[config.mk]
export PLATFORM = sky130hd
export DESIGN_NAME = linear_motor_polarity_detect
export DESIGN_NICKNAME = d
export VERILOG_FILES = /design/src/logic/polarity_detect_pkg.sv /design/src/logic/linear_motor_polarity_detect.sv
export VERILOG_INCLUDE_DIRS = /design/src /design/src/logic
export SDC_FILE = /design/constraint.sdc
export NUM_CORES = 1
export LEC_CHECK = 0
export BUFFER_PORTS_ARGS = -buffer_cell sky130_fd_sc_hd__buf_4
export CAP_MARGIN = 20
export CORE_MARGIN = 2
export CORE_UTILIZATION = 45
export CTS_BUF_LIST = sky130_fd_sc_hd__clkbuf_4 sky130_fd_sc_hd__clkbuf_8 sky130_fd_sc_hd__clkbuf_16
export DETAILED_ROUTE_END_ITERATION = 10
export PLACE_DENSITY_LB_ADDON = 0.08
export SYNTH_ARGS = -nofsm -noshare
export SYNTH_HDL_FRONTEND = slang
export SYNTH_SLANG_ARGS = --single-unit
[constraint.sdc]
create_clock -name I_CLOCK -period 3.65 [get_ports I_CLOCK]
set_input_delay 0.365 -clock I_CLOCK [delete_from_list [all_inputs] [get_ports I_CLOCK]]
set_output_delay 0.365 -clock I_CLOCK [all_outputs]
set_load 0.03 [all_outputs]
[src/logic/polarity_detect_defines.svh]
`ifndef POLARITY_DETECT_DEFINES_SVH
`define POLARITY_DETECT_DEFINES_SVH

// ****************************************
// Configuration encodings
// ****************************************
`define SENSOR_CFG_W          4
`define SENSOR_CFG_USE_SENSOR 4'h0
`define SENSOR_CFG_NO_SENSOR  4'h1
`define TEST_CFG_W            4
`define TEST_CFG_DISABLED     4'h0

// ****************************************
// Timing
// ****************************************
`define CLOCK_FREQ_HZ         100000000
// Longest polarity detection run before it counts as failed, in ms
`define DETECT_TIMEOUT_MS     2000
`define DETECT_TIMEOUT_CYCLES ((`CLOCK_FREQ_HZ / 1000) * `DETECT_TIMEOUT_MS)

`endif

[src/logic/polarity_detect_pkg.sv]
package polarity_detect_pkg;

   typedef enum logic [4:0] {
      ST_IDLE    = 5'b00001,
      ST_DETECT  = 5'b00010,
      ST_READY   = 5'b00100,
      ST_FAILED  = 5'b01000,
      ST_RUN     = 5'b10000
   } seq_e;

endpackage

[src/logic/linear_motor_polarity_detect.sv]
// Functional notes
// [RULE1] Without polarity sensor, detect polarity before controlling the motor.
// [RULE2] Without polarity sensor, refuse servo on until detection succeeded.
// [RULE3] Incremental encoder: polarity lost at power off, detect after each power-up.
// [RULE4] Absolute encoder: polarity kept in encoder across control power cycles.
// [RULE5] Start detection only when sensor config says no polarity sensor.
// [RULE6] Start detection only while the servo is off.
// [RULE7] Start detection only while main circuit power is on.
// [RULE8] Start detection only while no hardwired gate block is active.
// [RULE9] Any alarm blocks detection except the phase info mismatch alarm.
// [RULE10] Test-without-motor mode blocks detection.
// [RULE11] Any overtravel blocks detection.
// [RULE12] After motor parameter write or origin set, require power cycle first.
// [RULE13] Servo-on triggers detection only with an incremental encoder.
// [RULE14] After power-up, servo-on runs detection, then servo-ready asserts.
// [RULE15] Servo-on closed enables servo and motor power; open disables it.
// [RULE16] Request rising edge turns servo on, detects once, stays on, ready.
// [RULE17] Only first request rising edge after power-up triggers detection.
// [RULE18] Request input is inactive unless allocated to an input pin.
// [RULE19] Request configured always active starts detection at main power on.
// [RULE20] Utility command also starts detection, for both encoder types.
// [RULE21] Sensor config 0 uses sensor, 1 none; change takes effect after restart.
// [RULE22] On failure leave servo off, ready low, and raise error flag.
`timescale 1ns/1ps
`default_nettype none
`include "polarity_detect_defines.svh"

module linear_motor_polarity_detect #(
   parameter int unsigned DETECT_TIMEOUT_CYCLES = `DETECT_TIMEOUT_CYCLES
) (
   input  wire logic                     I_CLOCK,
   input  wire logic                     I_SYS_RST,
   input  wire logic [`SENSOR_CFG_W-1:0] i_motor_sensor_config,
   input  wire logic [`TEST_CFG_W-1:0]   i_test_mode_config,
   input  wire logic                     i_absolute_encoder,
   input  wire logic                     i_polarity_stored,
   input  wire logic                     i_servo_on,
   input  wire logic                     i_polarity_detect_request,
   input  wire logic                     i_request_allocated,
   input  wire logic                     i_request_always_active,
   input  wire logic                     i_polarity_detect_utility,
   input  wire logic                     i_main_power_on,
   input  wire logic                     i_hardwired_gate_block,
   input  wire logic                     i_alarm_active,
   input  wire logic                     i_phase_info_mismatch_alarm,
   input  wire logic                     i_overtravel,
   input  wire logic                     i_param_written,
   input  wire logic                     i_detect_done,
   input  wire logic                     i_detect_fail,
   output logic                          o_detect_start,
   output logic                          o_detect_busy,
   output logic                          o_servo_enable,
   output logic                          o_servo_ready,
   output logic                          o_polarity_valid,
   output logic                          o_store_polarity,
   output logic                          o_detect_error,
   output logic                          o_restart_needed
);

   typedef struct packed {
      polarity_detect_pkg::seq_e state;
      logic                      no_sensor;
      logic                      restart_needed;
      logic                      polarity_valid;
      logic                      request_prev;
      logic                      request_used;
      logic                      main_prev;
      logic                      via_request;
      logic [31:0]               timer;
      logic                      detect_start;
      logic                      store_polarity;
      logic                      detect_error;
      logic                      captured;
   } state_s;

   state_s cur;
   state_s next_cur;

   // ****************************************
   // Helpers
   // ****************************************
   // Detection finished or not needed: servo may be offered to the host
   function automatic logic operating(input polarity_detect_pkg::seq_e st);
      return (st == polarity_detect_pkg::ST_READY) || (st == polarity_detect_pkg::ST_RUN);
   endfunction

   // Motor is powered by the detection run itself
   function automatic logic detecting(input polarity_detect_pkg::seq_e st);
      return (st == polarity_detect_pkg::ST_DETECT);
   endfunction

   // Interlocks checked before a start and watched during a run
   function automatic logic interlocks_ok(
      input logic main_on,
      input logic gate_block,
      input logic alarm_block,
      input logic overtravel
   );
      return main_on && !gate_block && !alarm_block && !overtravel;
   endfunction

   // Mismatch alarm only says the angle is unknown; detection resolves it
   function automatic logic blocking_alarm(
      input logic any_alarm,
      input logic mismatch
   );
      return any_alarm && !mismatch;
   endfunction

   // ****************************************
   // Sequencer
   // ****************************************
   always_comb begin
      logic request_level;
      logic request_rise;
      logic main_rise;
      logic alarm_blocks;
      logic start_ok;
      logic trig_son;
      logic trig_req;
      logic trig_util;
      logic interlock;
      logic test_off;
      request_level = 1'b0;
      request_rise  = 1'b0;
      main_rise     = 1'b0;
      alarm_blocks  = 1'b0;
      start_ok      = 1'b0;
      trig_son      = 1'b0;
      trig_req      = 1'b0;
      trig_util     = 1'b0;
      interlock     = 1'b0;
      test_off      = 1'b0;
      next_cur = cur;
      next_cur.detect_start   = 1'b0;
      next_cur.store_polarity = 1'b0;

      // ****************************************
      // Config capture
      // ****************************************
      // [RULE21] Config sampled once after restart
      if (!cur.captured) begin
         next_cur.captured  = 1'b1;
         next_cur.no_sensor = (i_motor_sensor_config == `SENSOR_CFG_NO_SENSOR);
         // [RULE4] Stored polarity survives power cycle
         next_cur.polarity_valid = i_absolute_encoder && i_polarity_stored;
      end

      // ****************************************
      // Restart latch
      // ****************************************
      // [RULE12] Parameter write demands power cycle
      if (i_param_written) begin
         next_cur.restart_needed = 1'b1;
      end

      // [RULE18] Unallocated request stays inactive
      request_level = i_request_allocated &&
                      (i_polarity_detect_request || i_request_always_active);
      request_rise  = request_level && !cur.request_prev;
      main_rise     = i_main_power_on && !cur.main_prev;
      next_cur.request_prev = request_level;
      // [RULE19] Held low until config is in, so power on at power-up still counts
      if (cur.captured) begin
         next_cur.main_prev = i_main_power_on;
      end

      // ****************************************
      // Start interlocks
      // ****************************************
      // [RULE9] Mismatch alarm alone does not block
      alarm_blocks = blocking_alarm(i_alarm_active, i_phase_info_mismatch_alarm);
      // [RULE7] [RULE8] [RULE11] Same interlocks abort a running detection
      interlock    = interlocks_ok(i_main_power_on, i_hardwired_gate_block, alarm_blocks,
                                   i_overtravel);
      // [RULE10] Test-without-motor mode blocks a detection start
      test_off     = (i_test_mode_config == `TEST_CFG_DISABLED);
      // [RULE5] [RULE6] Start only from idle, where the servo is always off
      start_ok     = cur.captured && cur.no_sensor && !cur.polarity_valid &&
                     interlock && test_off &&
                     !cur.restart_needed && !i_param_written;

      // ****************************************
      // Triggers
      // ****************************************
      // [RULE13] Servo-on trigger only with incremental encoder
      trig_son  = i_servo_on && !i_absolute_encoder;
      // [RULE17] [RULE19] First edge only; always-active fires at main power on
      trig_req  = !cur.request_used &&
                  (request_rise || (request_level && i_request_always_active && main_rise));
      // [RULE20] Utility for either encoder
      trig_util = i_polarity_detect_utility;

      // ****************************************
      // Sequencer states
      // ****************************************
      case (cur.state)
         polarity_detect_pkg::ST_IDLE: begin
            if (cur.captured && (!cur.no_sensor || cur.polarity_valid)) begin
               next_cur.state = polarity_detect_pkg::ST_RUN;
            end else if (start_ok && (trig_son || trig_req || trig_util)) begin
               // [RULE1] [RULE14] [RULE16] Launch detection
               next_cur.state        = polarity_detect_pkg::ST_DETECT;
               next_cur.detect_start = 1'b1;
               next_cur.via_request  = trig_req;
               next_cur.detect_error = 1'b0;
               next_cur.timer        = 32'h0;
               if (trig_req) begin
                  next_cur.request_used = 1'b1;
               end
            end
         end
         polarity_detect_pkg::ST_DETECT: begin
            next_cur.timer = cur.timer + 32'h1;
            if (i_detect_done) begin
               next_cur.polarity_valid = 1'b1;
               // [RULE4] Write result back to absolute encoder
               next_cur.store_polarity = i_absolute_encoder;
               next_cur.state          = polarity_detect_pkg::ST_READY;
            // Motor is powered here, so a lost interlock must abort at once
            end else if (i_detect_fail || cur.timer >= DETECT_TIMEOUT_CYCLES - 1 ||
                         !interlock) begin
               // [RULE22] Failure leaves servo off
               next_cur.detect_error = 1'b1;
               next_cur.state        = polarity_detect_pkg::ST_FAILED;
            end
         end
         polarity_detect_pkg::ST_READY: begin
            next_cur.state = polarity_detect_pkg::ST_RUN;
         end
         polarity_detect_pkg::ST_FAILED: begin
            // Retry needs a fresh trigger with servo-on released
            if (!i_servo_on && !i_polarity_detect_utility) begin
               next_cur.state = polarity_detect_pkg::ST_IDLE;
            end
         end
         polarity_detect_pkg::ST_RUN: begin
            next_cur.state = polarity_detect_pkg::ST_RUN;
         end
         default: begin
            next_cur.state = polarity_detect_pkg::ST_IDLE;
         end
      endcase
   end

   // ****************************************
   // State register
   // ****************************************
   // [RULE3] Synchronous reset is the control power-up
   always_ff @(posedge I_CLOCK) begin
      if (I_SYS_RST) begin
         cur <= '{state: polarity_detect_pkg::ST_IDLE, timer: 32'h0, default: 1'b0};
      end else begin
         cur <= next_cur;
      end
   end

   // ****************************************
   // Registered outputs
   // ****************************************
   always_ff @(posedge I_CLOCK) begin
      if (I_SYS_RST) begin
         o_detect_start   <= 1'b0;
         o_detect_busy    <= 1'b0;
         o_servo_enable   <= 1'b0;
         o_servo_ready    <= 1'b0;
         o_polarity_valid <= 1'b0;
         o_store_polarity <= 1'b0;
         o_detect_error   <= 1'b0;
         o_restart_needed <= 1'b0;
      end else begin
         o_detect_start   <= next_cur.detect_start;
         o_detect_busy    <= detecting(next_cur.state);
         // [RULE2] [RULE15] [RULE16] Servo power gated by sequencer state: detecting or operating
         // Gate block cuts power at once, whatever the sequencer holds
         o_servo_enable   <= detecting(next_cur.state) ||
                             (operating(next_cur.state) &&
                              (i_servo_on || next_cur.via_request) &&
                              !i_hardwired_gate_block);
         // [RULE14] Ready as soon as detection completes
         o_servo_ready    <= operating(next_cur.state) &&
                             i_main_power_on && !i_hardwired_gate_block;
         o_polarity_valid <= next_cur.polarity_valid;
         o_store_polarity <= next_cur.store_polarity;
         o_detect_error   <= next_cur.detect_error;
         o_restart_needed <= next_cur.restart_needed;
      end
   end

endmodule

`default_nettype wire

==> qor.txt, run 1 <==
==================================================================================================
Switching power                                                                         0.000233 W
Fin Clk Skew                                                                            0.00858 ns
Type of origin of the critical path                                                      flip-flop
# Max-Cap Violations                                                                             0
Critical path peak fanout                                                                       19
Initial drt markers                                                                            179
Switching part of the total                                                                  22.1%
Starting density of the core                                                                 46.6%
Type of the tightest min-delay check                                                     in -> reg
Static power due to leakage                                                                1.03 nW
Area of the mapped netlist                                                               2550 um^2
Number of antenna diodes                                                                         0
Warning count from the yosys run                                                                 0
Internal power consumption                                                              0.000821 W
Biggest area contributors in the synthesized netlist                                  sky130_fd_sc_hd__dfxtp_1 (40%), sky130_fd_sc_hd__a21oi_1 (7.7%), sky130_fd_sc_hd__or3_1 (4.7%)
Pin count of the biggest net entering global routing                                            37
Area of the die                                                                          6280 um^2
Aggregate global-route resource usage                                                        19.5%
Post-CTS Resized                                                                                 0
Primary FF master, synth                                                              sky130_fd_sc_hd__dfxtp_1
DRC Markers                                                                                      0
Site row count                                                                                  27
Vias per cell                                                                                 5.74
Number of enable-type register cells in the synthesized netlist                                  0
Clock network latency to the later pin of the worst-skew pair                              0.31 ns
Post-Route Utilization                                                                       53.6%
Number of global-route vias before repair                                                     2130
Final number of max-transition violations                                                        0
Slew at the pin closest to its max-slew limit                                             0.628 ns
Post-route setup TNS                                                                          0 ns
Leading cell types by count after synthesis                                           sky130_fd_sc_hd__dfxtp_1 (51), sky130_fd_sc_hd__a21oi_1 (39), sky130_fd_sc_hd__nand2_1 (28)
Peak supply drop                                                                          0.161 mV
Number of levels the H-tree was split into                                                       2
Nets in the synthesized netlist                                                                331
Slowest CP cell                                                                       sky130_fd_sc_hd__or4b_1
Area delta synth->final                                                                      15.2%
Yosys top cell area share                                                                    40.1%
Peak per-stage delay on the critical path                                                  0.57 ns
Status                                                                                complete, no violations
CP required                                                                                3.85 ns
Fillers                                                                                        544
Final critical-path share of the clock period                                                68.1%
Number of endpoints failing setup at the final stage                                             0
First-pass GRT wire length                                                                 9760 um
Die X                                                                                      79.3 um
Share of total power in the clock network                                                    38.6%
Initial antenna violation count                                                                  0
Number of clock buffers inserted by TritonCTS                                                    5
# clock sinks                                                                                   51
RSZ-0062 raised after global routing                                                         false
Largest area contributor in the netlist                                               sky130_fd_sc_hd__dfxtp_1
Post-route antenna net violation count                                                           0
Clock tree from TritonCTS                                                                     done
Clk root buf                                                                          sky130_fd_sc_hd__clkbuf_8
Post-synth cell types                                                                           46
Die Ht                                                                                     79.3 um
Core footprint                                                                           5470 um^2
Port Buffer Count                                                                               32
Register bank with the most flops                                                              cur
Via count of the routed design                                                                2336
Sequential share of power                                                                    54.0%
Final critical-path required period                                                        2.49 ns
Most common cell in the synthesized netlist                                           sky130_fd_sc_hd__dfxtp_1
Worst slew margin relative to its limit                                                      57.1%
Number of placed I/O pins                                                                       33
Sequential cell area fraction in the yosys report                                            40.1%
Power density over the cells                                                           359 nW/um^2
Number of setup buffers added after CTS                                                          0
Gate count after technology mapping                                                            305
Hold violation total from the final report                                                       0
Estimated wirelength of the detail-placed design                                           4110 um
Placer Congestion                                                                            0.768
Final #Nets                                                                                    360
Cells traversed along the worst timing path                                           nor2b_1 > nor3b_2 > nand4_1 > or4b_1 > nand2_1 > buf_4 > nor3_1
Arrival time of data at the critical path endpoint                                         2.68 ns
Number of flip-flops in the largest register                                                    43
Max Root-Sink Buffers                                                                            2
Number of detailed-routing iterations run before antenna repair                                  4
Number of synthesized register bits                                                             51
Fraction of layout cells with a size suffix above 1                                          16.1%
Highest attainable clock frequency                                                         402 MHz
Async SR Flop Fraction                                                                          0%
Combinational power share                                                                     7.4%
Endpoint kind of the worst setup timing path                                             flip-flop
Drt wl/cell                                                                                14.1 um
Grt total ovfl                                                                                   0
Clock transition time at the flip-flop clock pins of the worst setup and hold paths        0.09 ns
Start-to-end type of the worst setup path                                               reg -> reg
Mapped Avg Cell Area                                                                     8.36 um^2
Hold buffers post-CTS                                                                            0
Total wire length after detailed routing                                                   5750 um
==================================================================================================
==> stage by stage <==
| step | hold slack [ns] | worst slack [ns] | area [um^2] | power [W] | instances |
|---|---|---|---|---|---|
| global placement | 0.437 | 1.21 | 2820 | 0.000659 | 399 |
| floorplan | 0.421 | 1.68 | 2550 | 0.000623 | 305 |
| detailed placement | 0.443 | 1.15 | 2820 | 0.000660 | 399 |
| global route | 0.313 | 0.998 | 2940 | 0.00110 | 407 |
| finish | 0.300 | 1.16 | 2940 | 0.00105 | 407 |
| CTS | 0.294 | 1.13 | 2940 | 0.00107 | 407 |
==> cells in the final DEF, fill, tap and decap left out, drive strengths merged, types with 10 or more instances in the layout <==
cell	netlist	layout
o31ai	10	10
and3	11	11
nor2	22	22
a21oi	39	39
o21ai	27	27
nand3	12	12
dfxtp	51	51
buf	7	33
or4	11	11
nand2	29	29
or3	19	19
==> final cells by class <==
class                      count  area, um^2  share of cell area, %
clock buffer                   6        82.6                   2.81
clock inverter                 2        35.0                   1.19
inverter                       9        33.8                   1.15
multi-input combinational    234        1430                   48.6
sequential                    51        1020                   34.8
tap                           72        90.1                   3.07
timing repair buffer          33         248                   8.44
==> worst paths after layout <==
path	from	endpoint	slack (ns)	cells after the start
min reg2reg	o_detect_error	o_detect_error	0.45	2
min	i_param_written	o_restart_needed	0.30	3
max reg2reg	cur[42]	cur[21]	1.16	7
max	cur[42]	cur[21]	1.16	7
==> metal layers <==
metal  track usage [%]  routed length (um)  vias up
met4              5.69                  70        0
met5                 0                   0        -
met1              27.3                2920     1101
met3              3.75                 159        8
met2              30.3                2600       35
li1                  -                   -     1192
==> critical path: cells and delay by family (launching register included) <==
kind	cells	cell delay, ns
and+or+nand+nor	6	1.71
DFF	1	0.33
buffers and inverters	1	0.33
==> logic make-up (layout without fill, tap and decap cells) <==
group | count (synthesis) | after routing | synth area share, %
multiplexers | 2 | 2 | 0.786
AO/OA/AOI/OAI | 92 | 92 | 22.9
XOR/XNOR | 1 | 1 | 0.344
flip-flops | 51 | 51 | 40.1
AND/OR/NAND/NOR | 138 | 138 | 31.4
buffers and inverters | 20 | 50 | 4.03
adder cells (fa/ha/maj) | 1 | 1 | 0.491
==> power by group through the flow <==
| stage | Combinational (W) | Clock (W) | Sequential, W |
|---|---|---|---|
| 2_1_floorplan | 0.0000390 | 0 | 0.000584 |
| 3_5_place_dp | 0.0000782 | 0 | 0.000582 |
| 5_1_grt | 0.0000859 | 0.000440 | 0.000570 |
| 3_3_place_gp | 0.0000781 | 0 | 0.000581 |
| 4_1_cts | 0.0000785 | 0.000419 | 0.000569 |
| 6_report | 0.0000782 | 0.000407 | 0.000569 |
Note: power is estimated with default switching activity, not from simulation.
==> run 2: changes to the inputs <==
- ABC_AREA: default -> 1
- clock period: 3.65 -> 2.1 ns (I/O delays scaled with it)
==> run 2 against run 1 <==
Core utilization fell by 0.87 points. Combinational power rose by 70%. Synthesized cell count up 55%. Highest routed layer unchanged. Critical endpoint is now o_servo_enable. Synthesized area rose by 16%. Sequential power up 73%. Die area up 15%.
==> qor.txt, run 2 <==
==================================================================================================
Status                                                                                complete, no violations
Number of enable-type register cells in the synthesized netlist                                  0   unchanged
Source of the critical timing path                                                          cur[4]
Number of global-route vias before repair                                                     2788   +31%
Peak per-stage delay on the critical path                                                  0.43 ns   -0.14 ns
Hold buffers post-CTS                                                                            0   unchanged
Number of endpoints failing setup at the final stage                                             0   unchanged
Nets in the synthesized netlist                                                                498   +50%
Primary FF master, synth                                                              sky130_fd_sc_hd__dfxtp_1
Post-route setup TNS                                                                          0 ns   unchanged
Clock transition time at the flip-flop clock pins of the worst setup and hold paths        0.10 ns   about the same
Number of levels the H-tree was split into                                                       2   unchanged
Fin Clk Skew                                                                            0.00754 ns   -0.00104 ns
Number of detailed-routing iterations run before antenna repair                                  4   unchanged
Number of clock buffers inserted by TritonCTS                                                    5   unchanged
Aggregate global-route resource usage                                                        21.9%   +2.4 points
Number of placed I/O pins                                                                       33   unchanged
Site row count                                                                                  29   +7.4%
Sequential cell area fraction in the yosys report                                            34.5%   -5.6 points
Grt total ovfl                                                                                   0   unchanged
Number of synthesized register bits                                                             51   unchanged
Slack of the worst reg-to-reg path                                                         0.31 ns   -0.85 ns
Hold violation total from the final report                                                       0   unchanged
Max Root-Sink Buffers                                                                            2   unchanged
Worst slew margin relative to its limit                                                      72.5%   +15 points
Highest attainable clock frequency                                                         559 MHz   +39%
Slowest CP cell                                                                       sky130_fd_sc_hd__dfxtp_1
Biggest area contributors in the synthesized netlist                                  sky130_fd_sc_hd__dfxtp_1 (34%), sky130_fd_sc_hd__nand2_1 (17%), sky130_fd_sc_hd__nand3_1 (9.0%)
Estimated wirelength of the detail-placed design                                           6070 um   +48%
DRC Markers                                                                                      0   unchanged
Most common cell in the synthesized netlist                                           sky130_fd_sc_hd__nand2_1
Via count of the routed design                                                                3019   +29%
Type of the tightest min-delay check                                                     in -> reg
Type of origin of the critical path                                                      flip-flop
Slew at the pin closest to its max-slew limit                                             0.409 ns   -0.219 ns
Post-placement setup slack                                                                0.334 ns   -0.820 ns
R2R depth                                                                                       12   +5
Peak supply drop                                                                          0.323 mV   +100%
Post-placement cell area                                                                 3260 um^2   +16%
Die X                                                                                      85.1 um   +7.4%
Leading cell types by count after synthesis                                           sky130_fd_sc_hd__nand2_1 (138), sky130_fd_sc_hd__inv_1 (57), sky130_fd_sc_hd__nand3_1 (53)
Power density over the cells                                                           513 nW/um^2   +43%
Final critical-path share of the clock period                                                85.1%   +17 points
Core footprint                                                                           6350 um^2   +16%
Yosys top cell area share                                                                    34.5%   -5.6 points
Clock tree from TritonCTS                                                                     done
Total wire length after detailed routing                                                   7800 um   +36%
Starting density of the core                                                                 46.7%   +0.089 points
Static power due to leakage                                                                1.33 nW   +30%
RSZ-0062 raised after global routing                                                         false
Final number of max-transition violations                                                        0   unchanged
Clk root buf                                                                          sky130_fd_sc_hd__clkbuf_8
Gate count after technology mapping                                                            472   +55%
Post-CTS Resized                                                                                 0   unchanged
# clock sinks                                                                                   51   unchanged
Cells traversed along the worst timing path                                           ha_1 > nand2_1 > nor2_4 > nand3_1 > nand2_1 > nand2_1 > nand2_1 > nand2_1 > nand3_1 > nand2_1 > nand2_1 > nand2_1
Vias per cell                                                                                 5.19   -9.6%
Start-to-end type of the worst setup path                                               reg -> reg
Placer Congestion                                                                            0.899   +17%
Drt wl/cell                                                                                13.4 um   -5.1%
Arrival time of data at the critical path endpoint                                         2.01 ns   -0.67 ns
Final #Nets                                                                                    530   +47%
Post-route antenna net violation count                                                           0   unchanged
Worst path bufs/invs                                                                             0   -1
Fillers                                                                                        658   +21%
First-pass GRT wire length                                                                12800 um   +31%
Die Ht                                                                                     85.1 um   +7.4%
Commonest cells after routing, fill and taps aside                                    sky130_fd_sc_hd__nand2_1 (138), sky130_fd_sc_hd__inv_1 (57), sky130_fd_sc_hd__nand3_1 (53)
Async SR Flop Fraction                                                                          0%   unchanged
Number of antenna diodes                                                                         0   unchanged
RR Startpoint                                                                               cur[4]
Area of the mapped netlist                                                               2960 um^2   +16%
Largest area contributor in the netlist                                               sky130_fd_sc_hd__dfxtp_1
Area of the die                                                                          7250 um^2   +15%
Worst setup endpoint                                                                  o_servo_enable
CP required                                                                                2.32 ns   -1.53 ns
Number of flip-flops in the largest register                                                    43   unchanged
Area delta synth->final                                                                      13.1%
Endpoint kind of the worst setup timing path                                             flip-flop
Final worst setup slack                                                                   0.312 ns   -0.851 ns
Area taken by flip-flops and latches                                                     1020 um^2   unchanged
Final critical-path required period                                                        1.79 ns   -0.699 ns
Crit-path leading delay family                                                        simple AND/OR/NAND/NOR gates
Warning count from the yosys run                                                                 0   unchanged
Post-synth cell types                                                                           32   -30%
Most common cell after layout, fill and taps aside                                    sky130_fd_sc_hd__nand2_1
Fraction of layout cells with a size suffix above 1                                          13.1%   -3.1 points
Initial drt markers                                                                            164   -8.4%
Reg-to-Reg End                                                                        o_servo_enable
Initial antenna violation count                                                                  0   unchanged
Register bank with the most flops                                                              cur
Pin count of the biggest net entering global routing                                            38   +2.7%
Mapped Avg Cell Area                                                                     6.28 um^2   -25%
Most common cell type on the critical path                                            sky130_fd_sc_hd__nand2_1
Critical path depth                                                                             12   +5
Multi-input gate area                                                                    1650 um^2   +15%
# Max-Cap Violations                                                                             0   unchanged
Final design instance area without fill                                                  3350 um^2   +14%
Clock network latency to the later pin of the worst-skew pair                              0.31 ns   about the same
Critical path peak fanout                                                                        6   -13
Number of setup buffers added after CTS                                                          0   unchanged
Port Buffer Count                                                                               32   unchanged
==================================================================================================
-- run 2: worst min-delay path by stage --
stage	startpoint	to	slack (ns)	cells after the start
2_1_floorplan	i_absolute_encoder	o_store_polarity	0.35	2
3_3_place_gp	I_SYS_RST	o_detect_start	0.42	2
3_5_place_dp	I_SYS_RST	cur[45]	0.42	2
4_1_cts	I_SYS_RST	cur[45]	0.08	2
5_1_grt	I_SYS_RST	cur[45]	0.08	2
6_report	I_SYS_RST	cur[45]	0.08	2
-- run 2: area by class of cell --
class,instances,share of cell area [%]
clock buffers,5,2.05
clock inverters,3,0.709
inverters,60,6.72
multi-input cells,350,49.1
flip-flops and latches,51,30.5
well taps,77,2.88
repair buffers,36,8.07
-- run 2: power by group --
group	leakage [nW]	internal [W]	switching, W	total [W]
clock	0.0408	0.000239	0.000362	0.000601
sequential	0.413	0.000978	0.00000791	0.000986
combinational	0.880	0.0000569	0.0000762	0.000133
total	1.33	0.00127	0.000446	0.00172
-- run 2: logic make-up after synthesis --
logic type / Yosys count / share of synthesized area [%]
simple gates: 285 / 42.9
buf+inv: 71 / 10.0
compound gates: 60 / 11.0
flops: 51 / 34.5
xor+xnor: 4 / 1.18
fa+ha+maj: 1 / 0.422
-- run 2: stage by stage --
step | cells | power, W | utilization, % | hold slack, ns
3_5_place_dp | 574 | 0.00114 | 51.3 | 0.424
2_1_floorplan | 472 | 0.00108 | - | 0.353
4_1_cts | 582 | 0.00173 | 52.8 | 0.0806
5_1_grt | 582 | 0.00178 | 52.8 | 0.0849
6_report | 582 | 0.00172 | 52.8 | 0.0830
3_3_place_gp | 574 | 0.00114 | 51.3 | 0.418
-- run 2: routing by layer --
metal	vias to the layer above	global-route usage, %	share of wire [%]
li1	1584	-	-
met2	74	38.5	48
met1	1352	28.1	45
met5	-	0	0
met3	9	3.11	5.2
met4	0	5.63	1.6
-- run 2: worst register-to-register path, delay by kind of cell, from the launching register on --
kind	cells	cell delay, ns
simple gates	11	0.98
fa+ha+maj	1	0.29
flops	1	0.43
